### src/rtl/pcs_pkg.sv
// constants, register map and state encoding for the power cycle sequencer
package pcs_pkg;

   // register port geometry
   localparam int PCS_ADDR_W = 8;
   localparam int PCS_DATA_W = 16;

   // control and monitor register indexes
   localparam logic [7:0] PCS_IDX_MODE = 8'h24;
   localparam logic [7:0] PCS_IDX_WAIT = 8'h25;
   localparam logic [7:0] PCS_IDX_OFF = 8'h26;
   localparam logic [7:0] PCS_IDX_UPDLY = 8'h27;
   localparam logic [7:0] PCS_IDX_IN_MV = 8'h91;
   localparam logic [7:0] PCS_IDX_IN_MA = 8'h92;
   localparam logic [7:0] PCS_IDX_BAT_MV = 8'h93;
   localparam logic [7:0] PCS_IDX_CHG_MA = 8'h94;

   // mode register fields
   localparam int PCS_MODE_ARM_BIT = 0;
   localparam int PCS_MODE_UPALW_BIT = 1;
   localparam logic [1:0] PCS_MODE_MASK = 2'h3;

   // reset values
   localparam logic [15:0] PCS_MODE_RST = 16'h0000;
   localparam logic [15:0] PCS_WAIT_RST = 16'h003C;
   localparam logic [15:0] PCS_OFF_RST = 16'h0005;
   localparam logic [15:0] PCS_UPDLY_RST = 16'h0000;
   localparam logic [15:0] PCS_ZERO = 16'h0000;
   localparam logic [15:0] PCS_ONE = 16'h0001;

   // timing: one-second tick from the 40 MHz core clock
   localparam longint PCS_CLK_HZ = 40_000_000;
   localparam longint PCS_TICK_PERIOD_S = 1;
   localparam int PCS_TICK_CYCLES = int'(PCS_TICK_PERIOD_S * PCS_CLK_HZ);

   // sequencer states, gray along idle-arm-wait-off
   typedef enum logic [2:0]
   {
      PCS_S_UP = 3'h0,
      PCS_S_IDLE = 3'h1,
      PCS_S_ARMED = 3'h3,
      PCS_S_WAIT = 3'h2,
      PCS_S_OFF = 3'h6
   } pcs_state_type;

endpackage : pcs_pkg

### src/rtl/pcs_sync.sv
// two-flop synchroniser for the asynchronous pin inputs
module pcs_sync
   import pcs_pkg::*;
#(
   parameter int WIDTH = 3
)
(
   input wire logic core_clk,
   input wire logic rst_b,
   input wire logic [WIDTH-1:0] async_in,
   output logic [WIDTH-1:0] sync_out
);

   logic [WIDTH-1:0] meta_q;

   genvar i;
   generate
      for (i = 0; i < WIDTH; i++)
      begin : g_bit
         always_ff @(posedge core_clk)
         begin
            if (!rst_b)
            begin
               meta_q[i] <= 1'b0;
               sync_out[i] <= 1'b0;
            end
            else
            begin
               meta_q[i] <= async_in[i];
               sync_out[i] <= meta_q[i];
            end
         end
      end
   endgenerate

endmodule : pcs_sync

### src/rtl/pcs_tick.sv
// one-cycle pulse every tick_cycles clock cycles
module pcs_tick
   import pcs_pkg::*;
#(
   parameter int unsigned TICK_CYCLES = PCS_TICK_CYCLES
)
(
   input wire logic core_clk,
   input wire logic rst_b,
   input wire logic restart,
   output logic tick
);

   localparam int CW = $clog2(TICK_CYCLES + 1);
   localparam logic [CW-1:0] LAST = CW'(TICK_CYCLES - 1);

   logic [CW-1:0] cnt_q;

   always_ff @(posedge core_clk)
   begin
      if (!rst_b || restart)
      begin
         cnt_q <= '0;
         tick <= 1'b0;
      end
      else if (cnt_q == LAST)
      begin
         cnt_q <= '0;
         tick <= 1'b1;
      end
      else
      begin
         cnt_q <= cnt_q + CW'(1);
         tick <= 1'b0;
      end
   end

endmodule : pcs_tick

### src/rtl/pcs_top.sv
// delayed power cycle sequencer with its control and monitor registers
module pcs_top
   import pcs_pkg::*;
#(
   parameter int unsigned TICK_CYCLES = PCS_TICK_CYCLES
)
(
   input wire logic core_clk,
   input wire logic rst_b,
   input wire logic shutdown_request_line,
   input wire logic main_power_present,
   input wire logic watchdog_enable,
   input wire logic [PCS_ADDR_W-1:0] reg_addr,
   input wire logic reg_wr,
   input wire logic reg_rd,
   input wire logic [PCS_DATA_W-1:0] reg_wdata,
   output logic [PCS_DATA_W-1:0] reg_rdata,
   output logic reg_rvalid,
   input wire logic [PCS_DATA_W-1:0] input_mv,
   input wire logic [PCS_DATA_W-1:0] input_ma,
   input wire logic [PCS_DATA_W-1:0] battery_mv,
   input wire logic [PCS_DATA_W-1:0] charge_ma,
   output logic host_power_en,
   output logic host_run,
   output logic usb_power_en,
   output logic unit_power_en,
   output logic watchdog_hold,
   output logic cycle_active
);

   // control registers
   logic [PCS_DATA_W-1:0] mode_q;
   logic [PCS_DATA_W-1:0] wait_s_q;
   logic [PCS_DATA_W-1:0] off_s_q;
   logic [PCS_DATA_W-1:0] updly_s_q;

   // captured monitor readings
   logic [PCS_DATA_W-1:0] in_mv_q;
   logic [PCS_DATA_W-1:0] in_ma_q;
   logic [PCS_DATA_W-1:0] bat_mv_q;
   logic [PCS_DATA_W-1:0] chg_ma_q;

   // synchronised pins
   logic [2:0] pins_raw;
   logic [2:0] pins_s;
   logic req_s;
   logic main_s;
   logic wdog_s;
   logic req_prev_q;
   logic req_rise;

   // sequencer
   pcs_state_type state_q;
   pcs_state_type state_d;
   logic [PCS_DATA_W-1:0] sec_q;
   logic on_batt_q;
   logic tick;
   logic restart_tick;
   logic arm_mode;
   logic up_always;
   logic wait_done;
   logic off_done;
   logic up_ready;

   assign pins_raw = {watchdog_enable, main_power_present,
                      shutdown_request_line};

   pcs_sync #(
      .WIDTH(3)
   ) u_sync (
      .core_clk(core_clk),
      .rst_b(rst_b),
      .async_in(pins_raw),
      .sync_out(pins_s)
   );

   assign req_s = pins_s[0];
   assign main_s = pins_s[1];
   assign wdog_s = pins_s[2];

   // interval timing restarts on state change and while main is absent
   // in power-up wait, so the up delay counts whole seconds of main power
   assign restart_tick = (state_d != state_q)
                         || (state_q == PCS_S_UP && !main_s);

   pcs_tick #(
      .TICK_CYCLES(TICK_CYCLES)
   ) u_tick (
      .core_clk(core_clk),
      .rst_b(rst_b),
      .restart(restart_tick),
      .tick(tick)
   );

   assign arm_mode = mode_q[PCS_MODE_ARM_BIT];
   assign up_always = mode_q[PCS_MODE_UPALW_BIT];

   // request edge, from the host's shutdown line
   always_ff @(posedge core_clk)
   begin
      if (!rst_b)
      begin
         req_prev_q <= 1'b0;
      end
      else
      begin
         req_prev_q <= req_s;
      end
   end

   assign req_rise = req_s && !req_prev_q;

   // register writes
   always_ff @(posedge core_clk)
   begin
      if (!rst_b)
      begin
         mode_q <= PCS_MODE_RST;
         wait_s_q <= PCS_WAIT_RST;
         off_s_q <= PCS_OFF_RST;
         updly_s_q <= PCS_UPDLY_RST;
      end
      else if (reg_wr)
      begin
         case (reg_addr)
            PCS_IDX_MODE: mode_q <= reg_wdata
               & {14'h0000, PCS_MODE_MASK};
            PCS_IDX_WAIT: wait_s_q <= reg_wdata;
            PCS_IDX_OFF: off_s_q <= reg_wdata;
            PCS_IDX_UPDLY: updly_s_q <= reg_wdata;
            default:
            begin
            end
         endcase
      end
   end

   // monitor readings sampled every cycle
   always_ff @(posedge core_clk)
   begin
      if (!rst_b)
      begin
         in_mv_q <= PCS_ZERO;
         in_ma_q <= PCS_ZERO;
         bat_mv_q <= PCS_ZERO;
         chg_ma_q <= PCS_ZERO;
      end
      else
      begin
         in_mv_q <= input_mv;
         in_ma_q <= input_ma;
         bat_mv_q <= battery_mv;
         chg_ma_q <= charge_ma;
      end
   end

   // register reads, data one cycle after the strobe
   always_ff @(posedge core_clk)
   begin
      if (!rst_b)
      begin
         reg_rdata <= PCS_ZERO;
         reg_rvalid <= 1'b0;
      end
      else
      begin
         reg_rvalid <= reg_rd;
         if (reg_rd)
         begin
            case (reg_addr)
               PCS_IDX_MODE: reg_rdata <= mode_q;
               PCS_IDX_WAIT: reg_rdata <= wait_s_q;
               PCS_IDX_OFF: reg_rdata <= off_s_q;
               PCS_IDX_UPDLY: reg_rdata <= updly_s_q;
               PCS_IDX_IN_MV: reg_rdata <= in_mv_q;
               PCS_IDX_IN_MA: reg_rdata <= in_ma_q;
               PCS_IDX_BAT_MV: reg_rdata <= bat_mv_q;
               PCS_IDX_CHG_MA: reg_rdata <= chg_ma_q;
               default: reg_rdata <= PCS_ZERO;
            endcase
         end
      end
   end

   // interval complete checks
   assign wait_done = (sec_q >= wait_s_q);
   assign off_done = (sec_q >= off_s_q);
   assign up_ready = main_s && ((updly_s_q == PCS_ZERO)
                     || (sec_q >= updly_s_q));

   // sequencer next state
   always_comb
   begin
      state_d = state_q;
      case (state_q)
         PCS_S_UP:
         begin
            if (up_ready)
            begin
               state_d = PCS_S_IDLE;
            end
         end
         PCS_S_IDLE:
         begin
            if (req_rise)
            begin
               if (arm_mode)
               begin
                  state_d = PCS_S_ARMED;
               end
               else
               begin
                  state_d = PCS_S_WAIT;
               end
            end
         end
         PCS_S_ARMED:
         begin
            if (!req_s)
            begin
               state_d = PCS_S_WAIT;
            end
         end
         PCS_S_WAIT:
         begin
            if (wait_done)
            begin
               state_d = PCS_S_OFF;
            end
         end
         PCS_S_OFF:
         begin
            if (off_done)
            begin
               if (up_always)
               begin
                  state_d = PCS_S_IDLE;
               end
               else
               begin
                  state_d = PCS_S_UP;
               end
            end
         end
         default:
         begin
            state_d = PCS_S_UP;
         end
      endcase
   end

   // state register; start fully off until main power proves present
   always_ff @(posedge core_clk)
   begin
      if (!rst_b)
      begin
         state_q <= PCS_S_UP;
      end
      else
      begin
         state_q <= state_d;
      end
   end

   // whole seconds in the current state; cleared with the tick restart
   always_ff @(posedge core_clk)
   begin
      if (!rst_b)
      begin
         sec_q <= PCS_ZERO;
      end
      else if (restart_tick)
      begin
         sec_q <= PCS_ZERO;
      end
      else if (tick && sec_q != {PCS_DATA_W{1'b1}})
      begin
         sec_q <= sec_q + PCS_ONE;
      end
   end

   // battery condition caught when the countdown begins
   always_ff @(posedge core_clk)
   begin
      if (!rst_b)
      begin
         on_batt_q <= 1'b0;
      end
      else if (state_q != PCS_S_WAIT && state_d == PCS_S_WAIT)
      begin
         on_batt_q <= !main_s;
      end
      else if (state_d == PCS_S_IDLE)
      begin
         on_batt_q <= 1'b0;
      end
   end

   // power outputs follow the next state so they change with it
   always_ff @(posedge core_clk)
   begin
      if (!rst_b)
      begin
         host_power_en <= 1'b0;
         host_run <= 1'b0;
         usb_power_en <= 1'b0;
         unit_power_en <= 1'b0;
         cycle_active <= 1'b0;
      end
      else
      begin
         host_power_en <= (state_d == PCS_S_IDLE) || (state_d == PCS_S_ARMED)
                          || (state_d == PCS_S_WAIT);
         host_run <= (state_d == PCS_S_IDLE) || (state_d == PCS_S_ARMED)
                     || (state_d == PCS_S_WAIT);
         usb_power_en <= (state_d == PCS_S_IDLE)
                         || (state_d == PCS_S_ARMED)
                         || (state_d == PCS_S_WAIT);
         if (state_d == PCS_S_OFF && on_batt_q && !up_always)
         begin
            unit_power_en <= 1'b0;
         end
         else if (state_d == PCS_S_UP)
         begin
            unit_power_en <= unit_power_en && !on_batt_q && main_s;
         end
         else
         begin
            unit_power_en <= 1'b1;
         end
         cycle_active <= (state_d == PCS_S_WAIT) || (state_d == PCS_S_OFF);
      end
   end

   // keep watchdog supervising while armed line is high
   always_ff @(posedge core_clk)
   begin
      if (!rst_b)
      begin
         watchdog_hold <= 1'b0;
      end
      else
      begin
         watchdog_hold <= wdog_s && arm_mode && req_s;
      end
   end

endmodule : pcs_top

### config.mk
export PLATFORM = sky130hd
export DESIGN_NAME = pcs_top
export DESIGN_NICKNAME = d
export VERILOG_FILES = /design/src/rtl/pcs_pkg.sv /design/src/rtl/pcs_sync.sv /design/src/rtl/pcs_tick.sv /design/src/rtl/pcs_top.sv
export SDC_FILE = /design/constraint.sdc
export NUM_CORES = 1
export LEC_CHECK = 0
export ABC_CLOCK_PERIOD_IN_PS = 2800
export BUFFER_PORTS_ARGS = -buffer_cell sky130_fd_sc_hd__buf_2
export CAP_MARGIN = 5
export CORE_MARGIN = 2
export CORE_UTILIZATION = 50
export CTS_BUF_LIST = sky130_fd_sc_hd__clkbuf_8 sky130_fd_sc_hd__clkbuf_16
export CTS_CLUSTER_SIZE = 10
export DETAILED_ROUTE_END_ITERATION = 16
export GPL_ROUTABILITY_DRIVEN = 1
export PLACE_DENSITY = 0.85
export SYNTH_ARGS = -nofsm -noshare
export SYNTH_HDL_FRONTEND = slang
export SYNTH_SLANG_ARGS = --single-unit
### constraint.sdc
create_clock -name core_clk -period 2.8 [get_ports core_clk]
set_input_delay 0.42 -clock core_clk [delete_from_list [all_inputs] [get_ports core_clk]]
set_output_delay 0.42 -clock core_clk [all_outputs]
set_load 0.02 [all_outputs]
==> out/metrics.cfg <==
[status]
status=completed

[floorplan]
start_util_pct=50.9
dieArea_um2=18600
row_count=48
fp.coreArea_um2=17200
die_h_um=136
die_w_um=136
ios=118

[cts]
cts_tree=built
ctsLongestPathBuffers=2
numClockSinks=189
clk_pin_slew_worst_paths_ns=0.07
cts_root_buf=clkbuf_16
cts_inserted_buffers=17
holdBufCountCts=0
htreeDepth=4
clk_latency_ns=0.44

[finish]
fillerInstances=1363
design_area_um2=10300
layout-drive-gt1-share_pct=21.3
antennaDiodeCount=0
final_nets=1236
seq_area_um2=3790
finalCoreUtilization_pct=59.6
area_growth_pct=17.2
multi_input_area_um2=4580

[synth]
avgSynthCellArea_um2=8.92
syn-num-nets=1129
synth-edff-count=0
synth_area_um2=8770
ys_seq_area_share_pct=43.1
ys_types=63
ys_ff_latch=189
syn_inst=984
ys.flop_type=dfxtp_1
ys_async_sr_fraction_pct=0
ys_warn_count=0

[power_and_ir_drop]
p_int_w=0.00418
cellPowerDensity_nw_per_um2=543
p_leak_nw=3.99
pwr-share-seq_pct=49.8
vdd_drop_max_mv=0.446
p_sw_w=0.00141
p_comb_share_pct=7.1
swShare_pct=25.2
pwr-share-clk_pct=43.1
power.total_w=0.00558

[global_routing]
grt_pass1_vias=7513
grt_usage_pct=24.8
grt_max_degree=83
gr-total-overflow=0
antenna_found_initial=0
grt_pass1_wl_um=36100

[setup_path]
path_cells=inv_1 -> ha_1 -> and2_0 -> a221o_1 -> a21oi_1 -> o211ai_2 -> a2111oi_4 -> buf_4 -> inv_2 -> buf_4 -> nor3_1
path_class=flip-flop to flip-flop
cpMostUsedCell=buf_4
r2r_start=off_s_q[10]
crit_buf_inv=4
cp.arrival_ns=3.07
cp_top_family=compound AO/OA/AOI/OAI gates
endpoint_kind=flip-flop
cpMaxStageDelayCell=dfxtp_1
start_kind=flip-flop
reg2reg_depth=11
r2r_slack_ns=0.09
crit_fanout=13
startpoint=off_s_q[10]
required_ns=3.16
setup.worst_path.end=u_tick.cnt_q[16]
path_depth=11
r2r-end=u_tick.cnt_q[16]
worst_path_largest_cell_delay_ns=0.41

[drt]
viasPerCell=5.76
wl_um=22400
dr.first_iter.drc_count=632
via_count=7651
ant_nets=0
wl_per_cell_um=16.9
firstDrtPassIters=5
drcViolationCount=0

[sta]
fmax_ghz=0.369
clock_skew_ns=0.0164
drv_slew=0
setup_viol=0
finalCriticalPeriod_ns=2.71
setup_slack_ns=0.0891
relSlewSlack_pct=49.9
tightest_slew_ns=0.750
hold_violations=0
post-route-period-util_pct=96.8
fin_hold_ws_ns=0.178

[hold_path]
hp-class=primary input to flip-flop

[run]
max_cap_viol_count=0

[placement]
routabilityCongestion=0.893
numPortBuffers=117
place_ws_ns=-0.0714
placed_area_um2=9600
place_hpwl_um=15800

==> sequential cells by signal (all words and copies together), names as in the netlist, 2 cells and up <==
name and flops:
u_tick.cnt_q 26, bat_mv_q 16, chg_ma_q 16, in_ma_q 16
in_mv_q 16, off_s_q 16, reg_rdata 16, sec_q 16
updly_s_q 16, wait_s_q 16, state_q 3, u_sync.meta_q 3
u_sync.sync_out 3, mode_q 2
==> area by class of cell <==
cell class	count	area share, %
repair buffers	145	8.02
clock buffers	17	4.14
clock inverters	15	1.56
inverters	59	2.15
well taps	225	2.74
multi-input cells	679	44.5
flip-flops and latches	189	36.9
==> per-layer routing <==
metal  up-vias  part of all wire (%)  global-route usage (%)  wire length, µm
met5         -                     0                       0                0
met4         0                   3.8                    13.1              860
met3        77                   8.8                    5.59             1970
met2       373                    46                    39.6            10300
met1      3555                    41                    31.0             9280
li1       3646                     -                       -                -
==> synthesized netlist by cell type, types with 4 or more instances <==
cell type | instances | share of area, %
clkbuf_1 | 43 | 1.8
nand2_1 | 103 | 4.4
a22oi_1 | 31 | 2.7
a221oi_1 | 16 | 1.6
nor2_1 | 45 | 1.9
nor4_1 | 9 | 0.64
o22ai_1 | 5 | 0.36
nor3b_1 | 4 | 0.34
nand4_1 | 12 | 0.86
xnor2_1 | 25 | 2.5
a21oi_1 | 69 | 3.9
o211ai_1 | 8 | 0.68
and2_1 | 73 | 5.2
dfxtp_1 | 189 | 43
a211oi_1 | 4 | 0.34
a21o_1 | 16 | 1.4
nor3_2 | 24 | 2.7
nand2b_1 | 6 | 0.43
xor2_1 | 13 | 1.3
o21ai_0 | 11 | 0.63
ha_1 | 50 | 7.1
mux2_2 | 14 | 1.8
nor3_1 | 19 | 1.1
nor2b_1 | 11 | 0.78
and3_1 | 10 | 0.71
buf_6 | 5 | 0.64
a2bb2oi_1 | 5 | 0.50
nand3_1 | 56 | 3.2
buf_1 | 4 | 0.17
and4_1 | 5 | 0.50
inv_1 | 57 | 2.4
==> logic make-up (layout without fill, tap and decap cells) <==
group | count (synthesis) | count (layout) | synth area share (%)
simple gates | 386 | 386 | 23.6
flops | 189 | 189 | 43.1
compound gates | 188 | 188 | 14.6
buf+inv | 116 | 236 | 5.55
fa+ha+maj | 50 | 50 | 7.13
xor+xnor | 38 | 38 | 3.79
mux | 17 | 17 | 2.14
==> power groups by stage <==
stage	Sequential [W]	Combinational, W	Clock, W
after floorplan	0.00284	0.000239	0
after global placement	0.00284	0.000370	0
after detailed placement	0.00284	0.000375	0
after CTS	0.00278	0.000389	0.00241
after global routing	0.00278	0.000431	0.00250
final	0.00278	0.000395	0.00241
==> how the worst min path moves through the flow <==
stage	from	end	slack [ns]	cells past startpoint
2_1_floorplan	u_sync.meta_q[0]	u_sync.sync_out[0]	0.41	1
3_3_place_gp	u_sync.meta_q[2]	u_sync.sync_out[2]	0.42	1
3_5_place_dp	u_sync.meta_q[1]	u_sync.sync_out[1]	0.42	1
4_1_cts	input_ma[0]	in_ma_q[0]	0.17	2
5_1_grt	battery_mv[4]	bat_mv_q[4]	0.18	2
6_report	input_ma[12]	in_ma_q[12]	0.18	2
==> stage by stage <==
step / cells / TNS, ns
floorplan: 984 / 0
global placement: 1295 / 0
detailed placement: 1295 / -0.253
CTS: 1329 / 0
global route: 1329 / -0.173
finish: 1329 / 0
==> placed cells by master, fill, tap and decap left out, drive strengths merged, types with 5 or more instances in the layout <==
cell type	n
and2	74
nor4	9
xnor2	25
nand3	56
o21ai	14
nand2	103
a21o	16
a22oi	31
nor2b	11
nand4	12
o22ai	5
and3	10
dfxtp	189
ha	50
nand2b	6
a2bb2oi	5
nor3	43
o211ai	9
mux2	14
clkbuf	17
a21oi	69
inv	66
xor2	13
a221oi	16
nor2	45
and4	5
buf	145
==> timing repair <==
item,CTS,global route
setup endpoints to repair,18,42
setup buffers,2,0
pin swaps,5,4
gates resized for setup,7,11
(Power assumes the default switching activity.)
